===== src/core/bdc_pkg.sv =====
// Constants, register indices and types of the buffer copy/checksum engine.
// Assumes a byte-wide register port and a synchronous 8-Kbyte buffer memory.
// Functional notes
// - Start loads source counter from start pair
// - Source steps by one, wraps at rx end
// - Stop when source counter equals end pair
// - Go clear aborts, registers stay unchanged
// - Unreachable end runs forever, no timeout
// - Start equal end walks whole buffer
// - Destination linear, wraps 8191 to 0
// - Copy start waits while transmit request set
// - Copy end: clear go, set done
// - Copy takes two cycles per byte
// - Sum bytes big-endian pairs, odd padded zero
// - Result inverts end-around-carry 16-bit sum
// - Sum end: clear go, done, store result
// - Sum takes one cycle per byte
// - Interrupt needs engine and global enables
// - Address registers 13 bits, split low/high
// - Unimplemented register bits read zero
// - Abort also sets done flag
// - Done flag holds until cleared or reset
// - Interrupt pin driven low when active

package bdc_pkg;

	localparam int BDC_ADDR_W = 13;
	localparam int BDC_REG_AW = 4;

	////////////////////////////////////////////////////////////////////////
	// Register indices on the register port
	localparam logic [3:0] BDC_IDX_IRQ_EN = 4'h0;
	localparam logic [3:0] BDC_IDX_IRQ_FLAG = 4'h1;
	localparam logic [3:0] BDC_IDX_CTRL = 4'h2;
	localparam logic [3:0] BDC_IDX_RXEND_L = 4'h3;
	localparam logic [3:0] BDC_IDX_RXEND_H = 4'h4;
	localparam logic [3:0] BDC_IDX_START_L = 4'h5;
	localparam logic [3:0] BDC_IDX_START_H = 4'h6;
	localparam logic [3:0] BDC_IDX_END_L = 4'h7;
	localparam logic [3:0] BDC_IDX_END_H = 4'h8;
	localparam logic [3:0] BDC_IDX_DEST_L = 4'h9;
	localparam logic [3:0] BDC_IDX_DEST_H = 4'ha;
	localparam logic [3:0] BDC_IDX_SUM_L = 4'hb;
	localparam logic [3:0] BDC_IDX_SUM_H = 4'hc;
	localparam logic [3:0] BDC_IDX_RXST_L = 4'hd;
	localparam logic [3:0] BDC_IDX_RXST_H = 4'he;

	////////////////////////////////////////////////////////////////////////
	// Bit positions and high-byte width
	localparam int BDC_BIT_GLOBAL_IE = 7;
	localparam int BDC_BIT_DONE_IE = 5;
	localparam int BDC_BIT_DONE_FLAG = 5;
	localparam int BDC_BIT_GO = 5;
	localparam int BDC_BIT_SUM_MODE = 4;
	localparam int BDC_BIT_TX_REQ = 3;
	localparam int BDC_HIGH_W = 5;

	////////////////////////////////////////////////////////////////////////
	// Reset values and sum pad byte
	localparam logic [7:0] BDC_RST_BYTE = 8'h00;
	localparam logic [12:0] BDC_RST_ADDR = 13'h0000;
	localparam logic [15:0] BDC_RST_SUM = 16'h0000;
	localparam logic [7:0] BDC_PAD_BYTE = 8'h00;

	typedef enum logic [1:0] {
		BDC_IDLE,
		BDC_WAIT_TX,
		BDC_RUN
	} bdc_state_t;

endpackage


===== src/core/bdc_fifo.sv =====
// Byte FIFO between the buffer read side and the write or sum side.
// Assumes one clock; output data come from a register (show-ahead stage).
`timescale 1ns/1ps
`default_nettype none

module bdc_fifo #(
	parameter int WIDTH = 8,
	parameter int DEPTH = 16,
	parameter int CW = $clog2(DEPTH) + 1
) (
	input wire logic clk_in,
	input wire logic resetn_in,
	input wire logic flush_in,
	input wire logic in_valid_in,
	output logic in_ready_out,
	input wire logic [WIDTH-1:0] in_data_in,
	output logic out_valid_out,
	input wire logic out_ready_in,
	output logic [WIDTH-1:0] out_data_out,
	output logic [CW-1:0] count_out
);

	localparam int PW = $clog2(DEPTH);

	logic [WIDTH-1:0] mem_q [DEPTH];
	logic [PW-1:0] wr_ptr_q;
	logic [PW-1:0] rd_ptr_q;
	logic [CW-1:0] cnt_q;
	logic out_valid_q;
	logic [WIDTH-1:0] out_data_q;
	logic push;
	logic take;
	logic bypass;
	logic from_mem;
	logic to_mem;

	assign in_ready_out = (cnt_q != CW'(DEPTH));
	assign push = in_valid_in && in_ready_out;
	// Output stage may load when empty or being popped
	assign take = !out_valid_q || out_ready_in;
	assign from_mem = take && (cnt_q != '0);
	assign bypass = take && (cnt_q == '0) && push;
	assign to_mem = push && !bypass;
	assign out_valid_out = out_valid_q;
	assign out_data_out = out_data_q;
	assign count_out = cnt_q + CW'(out_valid_q);

	////////////////////////////////////////////////////////////////////////
	always_ff @(posedge clk_in) begin
		if (to_mem) begin
			mem_q[wr_ptr_q] <= in_data_in;
		end
	end

	always_ff @(posedge clk_in) begin
		if (!resetn_in || flush_in) begin
			wr_ptr_q <= '0;
			rd_ptr_q <= '0;
			cnt_q <= '0;
		end else begin
			if (to_mem) begin
				wr_ptr_q <= wr_ptr_q + PW'(1);
			end
			if (from_mem) begin
				rd_ptr_q <= rd_ptr_q + PW'(1);
			end
			cnt_q <= cnt_q + CW'(to_mem) - CW'(from_mem);
		end
	end

	always_ff @(posedge clk_in) begin
		if (!resetn_in || flush_in) begin
			out_valid_q <= 1'b0;
			out_data_q <= '0;
		end else if (from_mem) begin
			out_valid_q <= 1'b1;
			out_data_q <= mem_q[rd_ptr_q];
		end else if (bypass) begin
			out_valid_q <= 1'b1;
			out_data_q <= in_data_in;
		end else if (take) begin
			out_valid_q <= 1'b0;
		end
	end

endmodule

`default_nettype wire


===== src/core/bdc_top.sv =====
// Copy and checksum engine working inside the 8-Kbyte packet buffer.
// Assumes a same-clock register port and a buffer port whose read data
// arrive one cycle after the read strobe; transmit engine drives TX_REQ_IN.
`timescale 1ns/1ps
`default_nettype none

module bdc_top
	import bdc_pkg::*;
#(
	parameter int FIFO_DEPTH = 16
) (
	input wire logic CLK_IN,
	input wire logic RESETN_IN,
	input wire logic [BDC_REG_AW-1:0] REG_ADDR_IN,
	input wire logic REG_WR_IN,
	input wire logic [7:0] REG_WDATA_IN,
	output logic [7:0] REG_RDATA_OUT,
	input wire logic TX_REQ_IN,
	output logic [BDC_ADDR_W-1:0] MEM_ADDR_OUT,
	output logic MEM_RD_OUT,
	output logic MEM_WR_OUT,
	output logic [7:0] MEM_WDATA_OUT,
	input wire logic [7:0] MEM_RDATA_IN,
	output logic BUSY_OUT,
	output logic INT_N_OUT
);

	localparam int CW = $clog2(FIFO_DEPTH) + 1;

	////////////////////////////////////////////////////////////////////////
	// Functions
	function automatic logic [15:0] oc_add(input logic [15:0] a, input logic [15:0] b);
		logic [16:0] s;
		s = {1'b0, a} + {1'b0, b};
		oc_add = s[15:0] + {15'h0000, s[16]};
	endfunction

	function automatic logic [12:0] wr_pair(input logic [12:0] cur, input logic lo_wr,
		input logic hi_wr, input logic [7:0] d);
		wr_pair = cur;
		if (lo_wr) begin
			wr_pair[7:0] = d;
		end
		if (hi_wr) begin
			wr_pair[12:8] = d[BDC_HIGH_W-1:0];
		end
	endfunction

	function automatic logic wr_at(input logic we, input logic [3:0] a, input logic [3:0] idx);
		wr_at = we && (a == idx);
	endfunction

	////////////////////////////////////////////////////////////////////////
	// Declarations
	logic [7:0] irq_en_q;
	logic done_q;
	logic go_q;
	logic sum_mode_q;
	logic [12:0] rx_end_q;
	logic [12:0] rx_start_q;
	logic [12:0] start_q;
	logic [12:0] end_q;
	logic [12:0] dest_q;
	logic [15:0] sum_q;
	logic [7:0] rdata_q;
	logic [7:0] rdata_d;
	bdc_state_t state_q;
	logic mode_q;
	logic [12:0] src_q;
	logic [12:0] dptr_q;
	logic first_q;
	logic rd_done_q;
	logic phase_q;
	logic rd_dly_q;
	logic [15:0] acc_q;
	logic [7:0] hi_q;
	logic hi_have_q;
	logic mem_rd_q;
	logic mem_wr_q;
	logic [12:0] mem_addr_q;
	logic [7:0] mem_wdata_q;
	logic int_n_q;
	logic busy_q;
	logic ctrl_wr;
	logic flag_wr;
	logic start_run;
	logic abort;
	logic fin;
	logic issue_rd;
	logic do_wr;
	logic pop;
	logic room;
	logic flush;
	logic [15:0] acc_final;
	logic [12:0] src_next;
	logic f_in_ready;
	logic f_valid;
	logic [7:0] f_data;
	logic [CW-1:0] f_count;

	assign ctrl_wr = wr_at(REG_WR_IN, REG_ADDR_IN, BDC_IDX_CTRL);
	assign flag_wr = wr_at(REG_WR_IN, REG_ADDR_IN, BDC_IDX_IRQ_FLAG);

	////////////////////////////////////////////////////////////////////////
	// Enable, control and pointer registers
	always_ff @(posedge CLK_IN) begin
		if (!RESETN_IN) begin
			irq_en_q <= BDC_RST_BYTE;
		end else if (wr_at(REG_WR_IN, REG_ADDR_IN, BDC_IDX_IRQ_EN)) begin
			irq_en_q <= REG_WDATA_IN;
		end
	end

	always_ff @(posedge CLK_IN) begin
		if (!RESETN_IN) begin
			go_q <= 1'b0;
			sum_mode_q <= 1'b0;
		end else if (ctrl_wr) begin
			go_q <= REG_WDATA_IN[BDC_BIT_GO];
			sum_mode_q <= REG_WDATA_IN[BDC_BIT_SUM_MODE];
		end else if (fin) begin
			go_q <= 1'b0;
		end
	end

	always_ff @(posedge CLK_IN) begin
		if (!RESETN_IN) begin
			rx_end_q <= BDC_RST_ADDR;
			rx_start_q <= BDC_RST_ADDR;
			start_q <= BDC_RST_ADDR;
			end_q <= BDC_RST_ADDR;
			dest_q <= BDC_RST_ADDR;
		end else begin
			rx_end_q <= wr_pair(rx_end_q, wr_at(REG_WR_IN, REG_ADDR_IN, BDC_IDX_RXEND_L),
				wr_at(REG_WR_IN, REG_ADDR_IN, BDC_IDX_RXEND_H), REG_WDATA_IN);
			rx_start_q <= wr_pair(rx_start_q, wr_at(REG_WR_IN, REG_ADDR_IN, BDC_IDX_RXST_L),
				wr_at(REG_WR_IN, REG_ADDR_IN, BDC_IDX_RXST_H), REG_WDATA_IN);
			start_q <= wr_pair(start_q, wr_at(REG_WR_IN, REG_ADDR_IN, BDC_IDX_START_L),
				wr_at(REG_WR_IN, REG_ADDR_IN, BDC_IDX_START_H), REG_WDATA_IN);
			end_q <= wr_pair(end_q, wr_at(REG_WR_IN, REG_ADDR_IN, BDC_IDX_END_L),
				wr_at(REG_WR_IN, REG_ADDR_IN, BDC_IDX_END_H), REG_WDATA_IN);
			dest_q <= wr_pair(dest_q, wr_at(REG_WR_IN, REG_ADDR_IN, BDC_IDX_DEST_L),
				wr_at(REG_WR_IN, REG_ADDR_IN, BDC_IDX_DEST_H), REG_WDATA_IN);
		end
	end

	// The engine writes the result only at a normal sum finish, so an abort leaves it
	always_ff @(posedge CLK_IN) begin
		if (!RESETN_IN) begin
			sum_q <= BDC_RST_SUM;
		end else if (fin && mode_q) begin
			sum_q <= ~acc_final;
		end else begin
			if (wr_at(REG_WR_IN, REG_ADDR_IN, BDC_IDX_SUM_L)) begin
				sum_q[7:0] <= REG_WDATA_IN;
			end
			if (wr_at(REG_WR_IN, REG_ADDR_IN, BDC_IDX_SUM_H)) begin
				sum_q[15:8] <= REG_WDATA_IN;
			end
		end
	end

	// Set wins over a software clear in the same cycle
	always_ff @(posedge CLK_IN) begin
		if (!RESETN_IN) begin
			done_q <= 1'b0;
		end else if (fin || abort) begin
			done_q <= 1'b1;
		end else if (flag_wr && !REG_WDATA_IN[BDC_BIT_DONE_FLAG]) begin
			done_q <= 1'b0;
		end
	end

	////////////////////////////////////////////////////////////////////////
	// Register read-back, one cycle after the address
	always_comb begin
		rdata_d = BDC_RST_BYTE;
		case (REG_ADDR_IN)
			BDC_IDX_IRQ_EN: rdata_d = irq_en_q;
			BDC_IDX_IRQ_FLAG: rdata_d[BDC_BIT_DONE_FLAG] = done_q;
			BDC_IDX_CTRL: begin
				rdata_d[BDC_BIT_GO] = go_q;
				rdata_d[BDC_BIT_SUM_MODE] = sum_mode_q;
				rdata_d[BDC_BIT_TX_REQ] = TX_REQ_IN;
			end
			BDC_IDX_RXEND_L: rdata_d = rx_end_q[7:0];
			BDC_IDX_RXEND_H: rdata_d = {3'h0, rx_end_q[12:8]};
			BDC_IDX_RXST_L: rdata_d = rx_start_q[7:0];
			BDC_IDX_RXST_H: rdata_d = {3'h0, rx_start_q[12:8]};
			BDC_IDX_START_L: rdata_d = start_q[7:0];
			BDC_IDX_START_H: rdata_d = {3'h0, start_q[12:8]};
			BDC_IDX_END_L: rdata_d = end_q[7:0];
			BDC_IDX_END_H: rdata_d = {3'h0, end_q[12:8]};
			BDC_IDX_DEST_L: rdata_d = dest_q[7:0];
			BDC_IDX_DEST_H: rdata_d = {3'h0, dest_q[12:8]};
			BDC_IDX_SUM_L: rdata_d = sum_q[7:0];
			BDC_IDX_SUM_H: rdata_d = sum_q[15:8];
			default: rdata_d = BDC_RST_BYTE;
		endcase
	end

	always_ff @(posedge CLK_IN) begin
		if (!RESETN_IN) begin
			rdata_q <= BDC_RST_BYTE;
		end else begin
			rdata_q <= rdata_d;
		end
	end

	////////////////////////////////////////////////////////////////////////
	// Engine control
	// No watchdog: a range whose end is never met keeps the engine busy
	assign start_run = (state_q == BDC_WAIT_TX) && go_q && !(TX_REQ_IN && !mode_q);
	assign abort = (state_q != BDC_IDLE) && !go_q;
	// Read stays ahead of the drain only while the FIFO has space in flight
	assign room = (f_count + CW'(mem_rd_q) + CW'(rd_dly_q)) < CW'(FIFO_DEPTH);
	assign issue_rd = (state_q == BDC_RUN) && go_q && !rd_done_q && room
		&& (mode_q || !phase_q);
	assign do_wr = (state_q == BDC_RUN) && go_q && !mode_q && phase_q && f_valid;
	assign pop = (state_q == BDC_RUN) && f_valid && (mode_q || phase_q);
	assign fin = (state_q == BDC_RUN) && go_q && rd_done_q && !mem_rd_q && !rd_dly_q
		&& !f_valid;
	assign flush = (state_q != BDC_RUN);
	assign src_next = (src_q == rx_end_q) ? rx_start_q : src_q + 13'h0001;
	assign acc_final = hi_have_q ? oc_add(acc_q, {hi_q, BDC_PAD_BYTE}) : acc_q;

	always_ff @(posedge CLK_IN) begin
		if (!RESETN_IN) begin
			state_q <= BDC_IDLE;
			mode_q <= 1'b0;
		end else begin
			case (state_q)
				BDC_IDLE: begin
					if (go_q) begin
						state_q <= BDC_WAIT_TX;
						mode_q <= sum_mode_q;
					end
				end
				BDC_WAIT_TX: begin
					if (abort) begin
						state_q <= BDC_IDLE;
					end else if (start_run) begin
						state_q <= BDC_RUN;
					end
				end
				BDC_RUN: begin
					if (abort || fin) begin
						state_q <= BDC_IDLE;
					end
				end
				default: state_q <= BDC_IDLE;
			endcase
		end
	end

	// Source walk; the first byte never ends the run, so start equal to end
	// goes all the way round the buffer before it meets the end again
	always_ff @(posedge CLK_IN) begin
		if (!RESETN_IN) begin
			src_q <= BDC_RST_ADDR;
			first_q <= 1'b0;
			rd_done_q <= 1'b0;
			phase_q <= 1'b0;
		end else if (start_run) begin
			src_q <= start_q;
			first_q <= 1'b1;
			rd_done_q <= 1'b0;
			phase_q <= 1'b0;
		end else if (state_q == BDC_RUN) begin
			phase_q <= !phase_q;
			if (issue_rd) begin
				first_q <= 1'b0;
				if ((src_q == end_q) && !first_q) begin
					rd_done_q <= 1'b1;
				end else begin
					src_q <= src_next;
				end
			end
		end
	end

	always_ff @(posedge CLK_IN) begin
		if (!RESETN_IN) begin
			dptr_q <= BDC_RST_ADDR;
		end else if (start_run) begin
			dptr_q <= dest_q;
		end else if (do_wr) begin
			dptr_q <= dptr_q + 13'h0001;
		end
	end

	always_ff @(posedge CLK_IN) begin
		if (!RESETN_IN) begin
			acc_q <= BDC_RST_SUM;
			hi_q <= BDC_RST_BYTE;
			hi_have_q <= 1'b0;
		end else if (start_run) begin
			acc_q <= BDC_RST_SUM;
			hi_have_q <= 1'b0;
		end else if (pop && mode_q) begin
			if (!hi_have_q) begin
				hi_q <= f_data;
				hi_have_q <= 1'b1;
			end else begin
				acc_q <= oc_add(acc_q, {hi_q, f_data});
				hi_have_q <= 1'b0;
			end
		end
	end

	////////////////////////////////////////////////////////////////////////
	// Buffer port; reads and copy writes fall on alternate cycles
	always_ff @(posedge CLK_IN) begin
		if (!RESETN_IN) begin
			mem_rd_q <= 1'b0;
			mem_wr_q <= 1'b0;
			mem_addr_q <= BDC_RST_ADDR;
			mem_wdata_q <= BDC_RST_BYTE;
			rd_dly_q <= 1'b0;
		end else begin
			mem_rd_q <= issue_rd;
			mem_wr_q <= do_wr;
			rd_dly_q <= mem_rd_q && (state_q == BDC_RUN) && go_q;
			if (issue_rd) begin
				mem_addr_q <= src_q;
			end else if (do_wr) begin
				mem_addr_q <= dptr_q;
				mem_wdata_q <= f_data;
			end
		end
	end

	bdc_fifo #(
		.WIDTH(8),
		.DEPTH(FIFO_DEPTH),
		.CW(CW)
	) u_fifo (
		.clk_in(CLK_IN),
		.resetn_in(RESETN_IN),
		.flush_in(flush),
		.in_valid_in(rd_dly_q),
		.in_ready_out(f_in_ready),
		.in_data_in(MEM_RDATA_IN),
		.out_valid_out(f_valid),
		.out_ready_in(pop),
		.out_data_out(f_data),
		.count_out(f_count)
	);

	////////////////////////////////////////////////////////////////////////
	// Interrupt pin and status outputs
	always_ff @(posedge CLK_IN) begin
		if (!RESETN_IN) begin
			int_n_q <= 1'b1;
			busy_q <= 1'b0;
		end else begin
			int_n_q <= !(done_q && irq_en_q[BDC_BIT_DONE_IE]
				&& irq_en_q[BDC_BIT_GLOBAL_IE]);
			busy_q <= (state_q != BDC_IDLE) && f_in_ready;
		end
	end

	assign REG_RDATA_OUT = rdata_q;
	assign MEM_ADDR_OUT = mem_addr_q;
	assign MEM_RD_OUT = mem_rd_q;
	assign MEM_WR_OUT = mem_wr_q;
	assign MEM_WDATA_OUT = mem_wdata_q;
	assign BUSY_OUT = busy_q;
	assign INT_N_OUT = int_n_q;

endmodule

`default_nettype wire


===== config.mk =====
export PLATFORM = sky130hd
export DESIGN_NAME = bdc_top
export DESIGN_NICKNAME = d
export VERILOG_FILES = /design/src/core/bdc_pkg.sv /design/src/core/bdc_fifo.sv /design/src/core/bdc_top.sv
export SDC_FILE = /design/constraint.sdc
export NUM_CORES = 1
export LEC_CHECK = 0
export BUFFER_PORTS_ARGS = -buffer_cell sky130_fd_sc_hd__buf_2
export CAP_MARGIN = 20
export CORE_UTILIZATION = 45
export DETAILED_ROUTE_END_ITERATION = 6
export GPL_TIMING_DRIVEN = 0
export SYNTH_ARGS = -nofsm -noshare
export SYNTH_HDL_FRONTEND = slang
export SYNTH_SLANG_ARGS = --single-unit

===== constraint.sdc =====
create_clock -name CLK_IN -period 4.4 [get_ports CLK_IN]
set_input_delay 0.44 -clock CLK_IN [delete_from_list [all_inputs] [get_ports CLK_IN]]
set_output_delay 0.44 -clock CLK_IN [all_outputs]
set_load 0.01 [all_outputs]

Yosys cells after proc, flatten, opt, wreduce, memory -nomap -nowiden
Memory sizes are Yosys's and may differ from the RTL's. A register that Yosys moved wholly into a read port is not among the register bits.
Index checks and enable logic that the tools add are counted.

storage, ports and cells
  register bits = 205
  memory bits (writable) = 128
  input bits = 24
  word-level logic and storage cells = 210
  memories = 1

memory list
  memory        depth  width  read ports  clocked after memory_dff  wr ports  RTL line        source
  u_fifo.mem_q  16     8      1           1                         1         bdc_fifo.sv:25  logic [WIDTH-1:0] mem_q [DEPTH];

operators by class
  $add $sub $neg = 13
  $lt $le $gt $ge = 1
  eq/ne operators = 24
  muxes and demuxes = 39
  bitwise operators = 5
  reduce and logical (&&, ||, !) cells = 88

operators by type and width
  cell                                           number
  two-way mux 13 bit                             9
  logical AND 1 bit                              46
  case mux 3 bit (13 select lines)               1
  adder 16 x 16 -> 17 bit                        2
  adder 16 x 1 -> 16 bit                         2
  two-way mux 16 bit                             2
  two-way mux 8 bit                              4
  == test 4 bit, second input constant           7
  case mux 2 bit (14 select lines)               1
  adder 13 x 1 -> 13 bit, second input constant  2
  == test 13 bit                                 2
  adder 5 x 1 -> 5 bit                           4
  nonzero test 2 bit                             10
  == test 4 x 3 -> 1 bit, second input constant  4
  NOT 16 bit                                     1
  case mux 2 bit (8 select lines)                1
  zero test 1 bit                                13
  two-way mux 1 bit                              13
  AND reduction 3 bit                            4
  case mux 1 bit (10 select lines)               1
  adder 4 x 1 -> 4 bit, second input constant    2
  == test 4 x 2 -> 1 bit, second input constant  2
  two-way mux 2 bit                              4
  two-way mux 4 bit                              2
  other kinds (19)                               31

Longest topological paths before layout
Gate-level depths: netlist of the first run.

  depth after elaboration = 10
  mapped depth = 17
  mapped depth without buffers = 17

Modules after synthesis
Synthesis of the first run repeated with hierarchy kept, for this count alone.

second synthesis, totals
  cell total of the unflattened synthesis = 1645
  area, all modules = 16543.4 sq um

by module, submodules not included
  module    instances  cells an instance  area each (sq um)  seq. area each (sq um)
  bdc_top   1          1265               10271.1            3663.5
  bdc_fifo  1          380                6272.3             4364.2

Worst setup path before layout of the first run
Ideal clock, no wire load.

  kind = reg-to-reg
  from = register acc_q[8]
  to = register acc_q[14]
  arrival time = 3151 ps
  required time = 4267 ps
  slack = 1117 ps
  stages on the path, launching flop included = 18
  path buffers = 0
  cells stage by stage = dfxtp_1 ha_1 inv_1 fa_1 nor2b_1 o21ai_1 nand2_1 nor2_1 o21ai_0 ha_1 ha_1 nand2_1 nor3_1 nand4_1 nor4b_2 nand4_1 xnor2_1 a21oi_1

between the ends
  word-level cells in the longest chain between the ends = 2

ends and longest elaborated chain
  element                   RTL line        source
  start: declaration        bdc_top.sv:75   logic [15:0] acc_q;
  start signal: assignment  bdc_top.sv:305  acc_q <= oc_add(acc_q, {hi_q, f_data});
  adder 16 x 16 -> 17 bit   bdc_top.sv:34   s = {1'b0, a} + {1'b0, b};
  adder 16 x 1 -> 16 bit    bdc_top.sv:35   oc_add = s[15:0] + {15'h0000, s[16]};

Every way passes these cells.
A chain may end at the register's enable or synchronous reset.

Worst setup path after layout of the first run
  from = register acc_q[0]
  to = register acc_q[14]

The elaborated chain is that of the path after synthesis.

==> flow_summary_export.csv, run 1 <==
group,metric,value,unit
run_status,status,"complete, no violations",
floorplanning,io_pins,57,
cts,root_buffer,"clkbuf_16",
sta,max_slew_margin,0.3124,
routing,vias,12697,
cells_and_area,drive_gt1_frac,0.1116,
job,max_cap_violations,0,
logic_synthesis,ys_warn_count,0,
cts,path_clk_slew,0.06,ns
critical_path,cp_data_required_time,4.81,ns
placed_design,placedInstanceArea,17460,sq um
sta,hold_slack,0.2437,ns
critical_path,r2r_start,"acc_q[0]$_SDFFE_PP0P_",
cts,numCtsBuffers,38,
critical_path,crit_cells,16,
pwr,comb_power_share,0.039,
placed_design,port_buffers,49,
cells_and_area,design_area,18770,sq um
routing,ant_nets,0,
hold_path,hold-path-cell-count,3,
critical_path,rr_endpoint,"acc_q[14]$_SDFFE_PP0P_",
critical_path,crit_path_max_incr_delay,0.45,ns
critical_path,crit_end,"acc_q[14]$_SDFFE_PP0P_",
global_routing,grt_overflow,0,
global_routing,grt.total_usage,0.2682,
sta,hold_violations,0,
critical_path,cp_top_family,"simple AND/OR/NAND/NOR gates",
global_routing,grt_pass1_vias,12596,
logic_synthesis,synth.yosys.seq_area_share,0.4834,
pwr,switching_share,0.2228,
critical_path,rrSetupSlack,0.32,ns
cells_and_area,final_nets,1735,
logic_synthesis,synth_nets,1642,
cells_and_area,final_cell_mix,"209 x dfxtp_1, 142 x nor2_1, 128 x edfxtp_1, 127 x nand2_1, 109 x mux2i_1",
pwr,p_seq_frac,0.480,
sta,setup_viol,0,
critical_path,slowest_stage,"a311oi_1",
floorplanning,die_h,194.1,um
critical_path,startpoint_type,"flip-flop",
sta,clock_skew,0.01785,ns
pwr,p_per_area,362.2,nW/um^2
floorplanning,core_area,35910,sq um
critical_path,path_cells,"ha_1 -> fa_1 -> a21o_1 -> a221oi_2 -> a311oi_1 -> nor2_1 -> o21ai_0 -> ha_1 -> ha_1 -> nand2_1 -> nor3_2 -> nand4_1 -> nor4b_4 -> nand4_1 -> xnor2_1 -> a21oi_1",
pwr,vdd_ir_drop_max,0.0003330,V
pwr,internal_power,5.285,mW
hold_path,hold_path_class,"in -> reg",
sta,tns,0,ns
cts,ctsHtreeMaxLevel,2,
critical_path,reg2regPathDepth,16,
routing,viasPerCell,5.865,
cts,clk_latency,0.55,ns
logic_synthesis,synth_cells,1579,
critical_path,critPathArrivalTime,4.49,ns
logic_synthesis,synth.cell_area,16610,sq um
placed_design,dpl.hpwl,36960,um
global_routing,grt_pass1_wl,76520,um
pwr,clkPwrFrac,0.482,
routing,wire_per_inst,23.23,um
floorplanning,start_util,0.4624,
placed_design,place.gp.congestion,0.9714,
logic_synthesis,ys_ff_latch,337,
logic_synthesis,async_flop_share,0,
cells_and_area,syn_to_final_growth,13.03,%
sta,timing.fmax,244.9,MHz
cts,hold_buffers,0,
critical_path,worstPathMaxFanout,5,
logic_synthesis,avgSynthCellArea,10.52,sq um
routing,routed_wl,50300,um
pwr,leakage,6.777,nW
critical_path,critical_path_buf_inv_count,0,
sta,worstMarginPinSlew,1.028,ns
cts,clockBufferDepth,3,
floorplanning,die_x,194.1,um
logic_synthesis,ys.flop_type,"dfxtp_1",
sta,fin_crit_sh,0.9279,
routing,drc_errors,0,
routing,dr.first_iter.drc_count,1000,
critical_path,worstSetupEndpointType,"flip-flop",
cells_and_area,final_cells,2165,
sta,slew_viol_final,0,
logic_synthesis,synth.distinct_cells,72,
logic_synthesis,synth_edf_count,128,
cells_and_area,final_common_cell,"dfxtp_1",
floorplanning,dieArea,37680,sq um
critical_path,critPathMostFrequentCell,"ha_1",
placed_design,placed_cells,2093,
global_routing,antenna_found_initial,1,
critical_path,startpoint,"acc_q[0]$_SDFFE_PP0P_",
floorplanning,fp-row-count,69,
sta,rsz0062_at_grt,"no",
cts,clkSinkCount,337,
cts,cts_tree,"yes",
routing,firstDrtPassIters,7,
critical_path,crit_type,"reg -> reg",
sta,min_period,4.083,ns
global_routing,grt_max_degree,18,
pwr,power_switching,1.515,mW
[layout make-up]
cell class / instances / area (sq um)
Antenna cell: 2 / 5.005
Buffer: 108 / 419.2
Clock buffer: 54 / 1082
Clock inverter: 16 / 211.5
Fill cell: 3272 / 17140
Inverter: 28 / 105.1
Multi-Input combinational cell: 1106 / 8069
Sequential cell: 337 / 8028
Tap cell: 461 / 576.8
Timing Repair Buffer: 53 / 275.3
[how the worst min path moves through the flow]
stage	start	to	slack (ns)
floorplan	done_q$_SDFFE_PN0P_	INT_N_OUT$_SDFF_PN1_	0.38
global placement	irq_en_q[5]$_SDFFE_PN0P_	INT_N_OUT$_SDFF_PN1_	0.44
detailed placement	irq_en_q[7]$_SDFFE_PN0P_	INT_N_OUT$_SDFF_PN1_	0.43
CTS	REG_WDATA_IN[0]	end_q[0]$_SDFFE_PN0P_	0.23
global route	REG_WDATA_IN[0]	dest_q[8]$_SDFFE_PN0P_	0.27
finish	REG_WDATA_IN[2]	dest_q[10]$_SDFFE_PN0P_	0.24
[cells by family (layout without fill, tap and decap cells)]
group / count (synthesis) / in the layout / share of synthesized area
muxes: 160 / 160 / 0.1288
AOI/OAI and AO/OA: 299 / 299 / 0.1245
other: 0 / 2 / 0
and+or+nand+nor: 529 / 529 / 0.1590
DFF: 337 / 337 / 0.4834
xor gates and xnor gates: 79 / 79 / 0.04166
buffers and inverters: 136 / 259 / 0.03157
adders and majority gates: 39 / 39 / 0.03119
[Yosys cell counts, drive strengths merged, types with 28 or more instances]
cell    instances  area (sq um)
o21ai          50         250.2
nor2          142         533.0
nand3          36         180.2
nand2         127         476.7
mux4           42         945.9
a21oi          66         330.3
xnor2          32         280.3
clkbuf         81         304.0
inv            28         105.1
edfxtp        128          3844
xor2           47         411.6
mux2i         109          1091
dfxtp         209          4184
ha             35         437.9
nor2b          88         550.5
and3           31         198.9
[routing by layer]
metal | GRT usage | part of all wire | up-vias
met3 | 0.03844 | 0.058 | 123
met4 | 0.1026 | 0.038 | 0
met1 | 0.3467 | 0.43 | 6134
li1 | - | - | 5965
met2 | 0.4542 | 0.48 | 475
met5 | 0 | 0 | -
[sequential cells by signal, indices dropped and copies added, names as in the netlist, 2 cells and up, named ones only]
register             flops
MEM_ADDR_OUT            13
MEM_WDATA_OUT            8
REG_RDATA_OUT            8
acc_q                   16
dest_q                  13
dptr_q                  13
end_q                   13
hi_q                     8
irq_en_q                 8
rx_end_q                13
rx_start_q              13
src_q                   13
start_q                 13
state_q                  2
sum_q                   16
u_fifo.cnt_q             5
u_fifo.mem_q           128
u_fifo.out_data_out      8
u_fifo.rd_ptr_q          4
u_fifo.wr_ptr_q          4
[timing repair]
action | in CTS | in global routing
endpoints found under the setup margin | 0 | 2
resized for setup | 0 | 2
setup buffers | 0 | 0
[stage by stage]
stage                       util  setup slack (ns)  power [mW]
after floorplan                -             1.117       3.467
after global placement    0.4853            0.1806       3.585
after detailed placement  0.4861            0.2185       3.586
after CTS                 0.5222            0.1898       6.841
after global routing      0.5225           0.03734       6.976
final                     0.5227            0.3173       6.800
[worst min-delay path, stage by stage]
cell,delay [ns]
buf_2,0.14
mux2i_1,0.08
nor2b_1,0.10
[power groups by stage]
stage	clock network [mW]	registers [mW]	logic (mW)
2_1_floorplan	0	3.32	0.144
3_3_place_gp	0	3.33	0.255
3_5_place_dp	0	3.33	0.256
4_1_cts	3.32	3.26	0.257
5_1_grt	3.44	3.26	0.278
6_report	3.27	3.26	0.263
Power figures use the tool's default switching activity.
==> inputs of run 2 (changes only) <==
--- a/config.mk
+++ b/config.mk
@@ -6,8 +6,9 @@
 export NUM_CORES = 1
 export LEC_CHECK = 0
 export BUFFER_PORTS_ARGS = -buffer_cell sky130_fd_sc_hd__buf_2
-export CAP_MARGIN = 20
-export CORE_UTILIZATION = 45
+export CAP_MARGIN = 10
+export CORE_UTILIZATION = 35
+export CTS_BUF_LIST = sky130_fd_sc_hd__clkbuf_16
 export DETAILED_ROUTE_END_ITERATION = 6
 export GPL_TIMING_DRIVEN = 0
 export SYNTH_ARGS = -nofsm -noshare
==> run 2 against run 1 <==
The flow now finishes with violations (design-rule violations). Sequential share of layout area is 0.19 points lower. Register-to-register slack better by 0.099 ns. First-iteration DRC count is 10% higher. Die area is 28% higher. Sequential cell count stayed put. Routed wire length is 1.8% higher. Non-clock buffer count is 4 lower. Power is 2.5% lower. Combinational power hardly changed. Critical endpoint unchanged. Highest routed layer unchanged.
==> flow_summary_export.csv, run 2 (synthesized netlist as in run 1, its figures left out) <==
group,metric,value,unit
run_status,status,"finished, violations left",
run_status,violations,"design-rule violations",
cells_and_area,nFillCells,4521,
placed_design,port_buffers,49,
placed_design,dp_slack,0.1377,ns
cts,numCtsBuffers,38,
cts,ctsHtreeMaxLevel,2,
sta,fin_crit_sh,0.9054,
floorplanning,fp-row-count,79,
critical_path,crit_type,"reg -> reg",
critical_path,path_cells,"ha_1 -> inv_1 -> fa_1 -> nor2b_1 -> o21ai_1 -> nand2_1 -> nor2_1 -> o21ai_1 -> ha_1 -> ha_1 -> nand2_1 -> nor3_2 -> nand4_1 -> nor4b_4 -> nand4_1 -> xnor2_1 -> a21oi_1",
placed_design,dpl.hpwl,37770,um
floorplanning,die_h,219.8,um
cells_and_area,design_area,18860,sq um
sta,rsz0062_at_grt,"no",
floorplanning,dieArea,48330,sq um
sta,tns,0,ns
pwr,leakage,6.771,nW
placed_design,placedInstanceArea,17610,sq um
sta,setup_viol,0,
floorplanning,start_util,0.3560,
sta,timing.fmax,251.0,MHz
cells_and_area,drive_gt1_frac,0.1090,
sta,hold_violations,0,
critical_path,critPathMostFrequentCell,"ha_1",
cts,cts_tree,"yes",
cts,path_clk_slew,0.06,ns
placed_design,place.gp.congestion,0.9539,
routing,ant_nets,0,
job,max_cap_violations,0,
critical_path,worstSetupEndpointType,"flip-flop",
cts,hold_buffers,0,
cts,clkSinkCount,337,
cells_and_area,largest_reg_flops,128,
pwr,power,6.627,mW
floorplanning,io_pins,57,
routing,drc_errors,4,
cts,postCtsSetupBuffers,0,
global_routing,grt_max_degree,18,
critical_path,crit_path_max_incr_delay,0.49,ns
floorplanning,die_x,219.8,um
sta,layout_setup_ws,0.4164,ns
critical_path,startpoint_type,"flip-flop",
cells_and_area,final_nets,1731,
sta,slew_viol_final,0,
sta,max_slew_margin,0.1764,
critical_path,slowest_stage,"fa_1",
global_routing,antenna_found_initial,0,
sta,clock_skew,0.01586,ns
cells_and_area,final_common_cell,"dfxtp_1",
cts,root_buffer,"clkbuf_16",
global_routing,grt_pass1_wl,76800,um
hold_path,hold_path_class,"in -> reg",
sta,min_period,3.984,ns
critical_path,rrSetupSlack,0.42,ns
global_routing,grt_overflow,0,
cells_and_area,top_regs,"u_fifo.mem_q: 128 flops, acc_q: 16 flops, sum_q: 16 flops",
routing,vias,12640,
sta,worstMarginPinSlew,1.226,ns
routing,wire_per_inst,22.21,um
pwr,p_per_area,351.4,nW/um^2
cts,cts.repair.resized,0,
cells_and_area,syn_to_final_growth,13.55,%
routing,routed_wl,51200,um
cts,clockBufferDepth,3,
cells_and_area,regMostFlops,"u_fifo.mem_q",
critical_path,cp_data_required_time,4.80,ns
sta,hold_slack,0.2857,ns
critical_path,critPathArrivalTime,4.38,ns
critical_path,worstPathMaxFanout,5,
routing,dr.first_iter.drc_count,1100,
global_routing,grt_pass1_vias,12188,
pwr,vdd_ir_drop_max,0.0003491,V
cells_and_area,insertedDiodeCount,0,
floorplanning,core_area,46650,sq um
cts,clk_latency,0.54,ns
global_routing,grt.total_usage,0.2122,
routing,firstDrtPassIters,7,
routing,viasPerCell,5.484,
cells_and_area,final_cell_mix,"209 x dfxtp_1, 142 x nor2_1, 128 x edfxtp_1, 127 x nand2_1, 109 x mux2i_1",
==> run 2: changes by cell type in the layout (fill, tap and decap cells not counted), sizes merged <==
| cell | previous run | this run |
|---|---|---|
| bufinv | 4 | 1 |
| buf | 80 | 76 |
| inv | 28 | 44 |
| diode | 2 | 0 |
| clkinv | 12 | 11 |
| clkbuf | 135 | 123 |
==> run 2: worst max-delay path: cells and delay by family, from the launching register on <==
| kind | cells | cell delay (ns) |
|---|---|---|
| adders and majority gates | 4 | 1.13 |
| DFF | 1 | 0.41 |
| xor gates and xnor gates | 1 | 0.19 |
| AOI/OAI and AO/OA | 3 | 0.50 |
| and+or+nand+nor | 8 | 1.49 |
| buffers and inverters | 1 | 0.11 |
==> run 2: final timing paths <==
kind                                   endpoint                          start  depth (start not counted)
setup / recovery         acc_q[14]$_SDFFE_PP0P_          acc_q[8]$_SDFFE_PP0P_                         17
hold / removal           dest_q[0]$_SDFFE_PN0P_                REG_WDATA_IN[0]                          3
hold reg to reg   MEM_ADDR_OUT[11]$_SDFFE_PN0P_  MEM_ADDR_OUT[11]$_SDFFE_PN0P_                          2
setup reg to reg         acc_q[14]$_SDFFE_PP0P_          acc_q[8]$_SDFFE_PP0P_                         17
==> run 2: stage by stage <==
step | utilization | cells
2_1_floorplan | - | 1579
3_3_place_gp | 0.3775 | 2235
3_5_place_dp | 0.3775 | 2235
4_1_cts | 0.4037 | 2305
5_1_grt | 0.4042 | 2305
6_report | 0.4042 | 2305
==> run 2: cell type report <==
cell class,instances,area [sq um],area share
Clock inverter,28,173.9,0.009223
Clock buffer,42,1051,0.05574
Tap cell,607,759.5,0.04028
Multi-Input combinational cell,1106,8075,0.4282
Sequential cell,337,8028,0.4257
Timing Repair Buffer,49,245.2,0.01301
Inverter,28,105.1,0.005574
Buffer,108,419.2,0.02223
==> run 2: metal layers <==
layer / up-vias / wire, um / GRT usage
li1: 5931 / - / -
met4: 0 / 1906 / 0.08115
met2: 427 / 24590 / 0.3573
met3: 103 / 2810 / 0.02802
met1: 6179 / 21900 / 0.2756
met5: - / 0 / 0
==> run 2: where the power goes <==
part	leakage [nW]	total, mW	switching, mW	internal [mW]
clock network	0.651	3.10	1.32	1.79
registers	2.84	3.26	0.0156	3.25
logic	3.29	0.261	0.187	0.0744
total	6.77	6.63	1.52	5.11
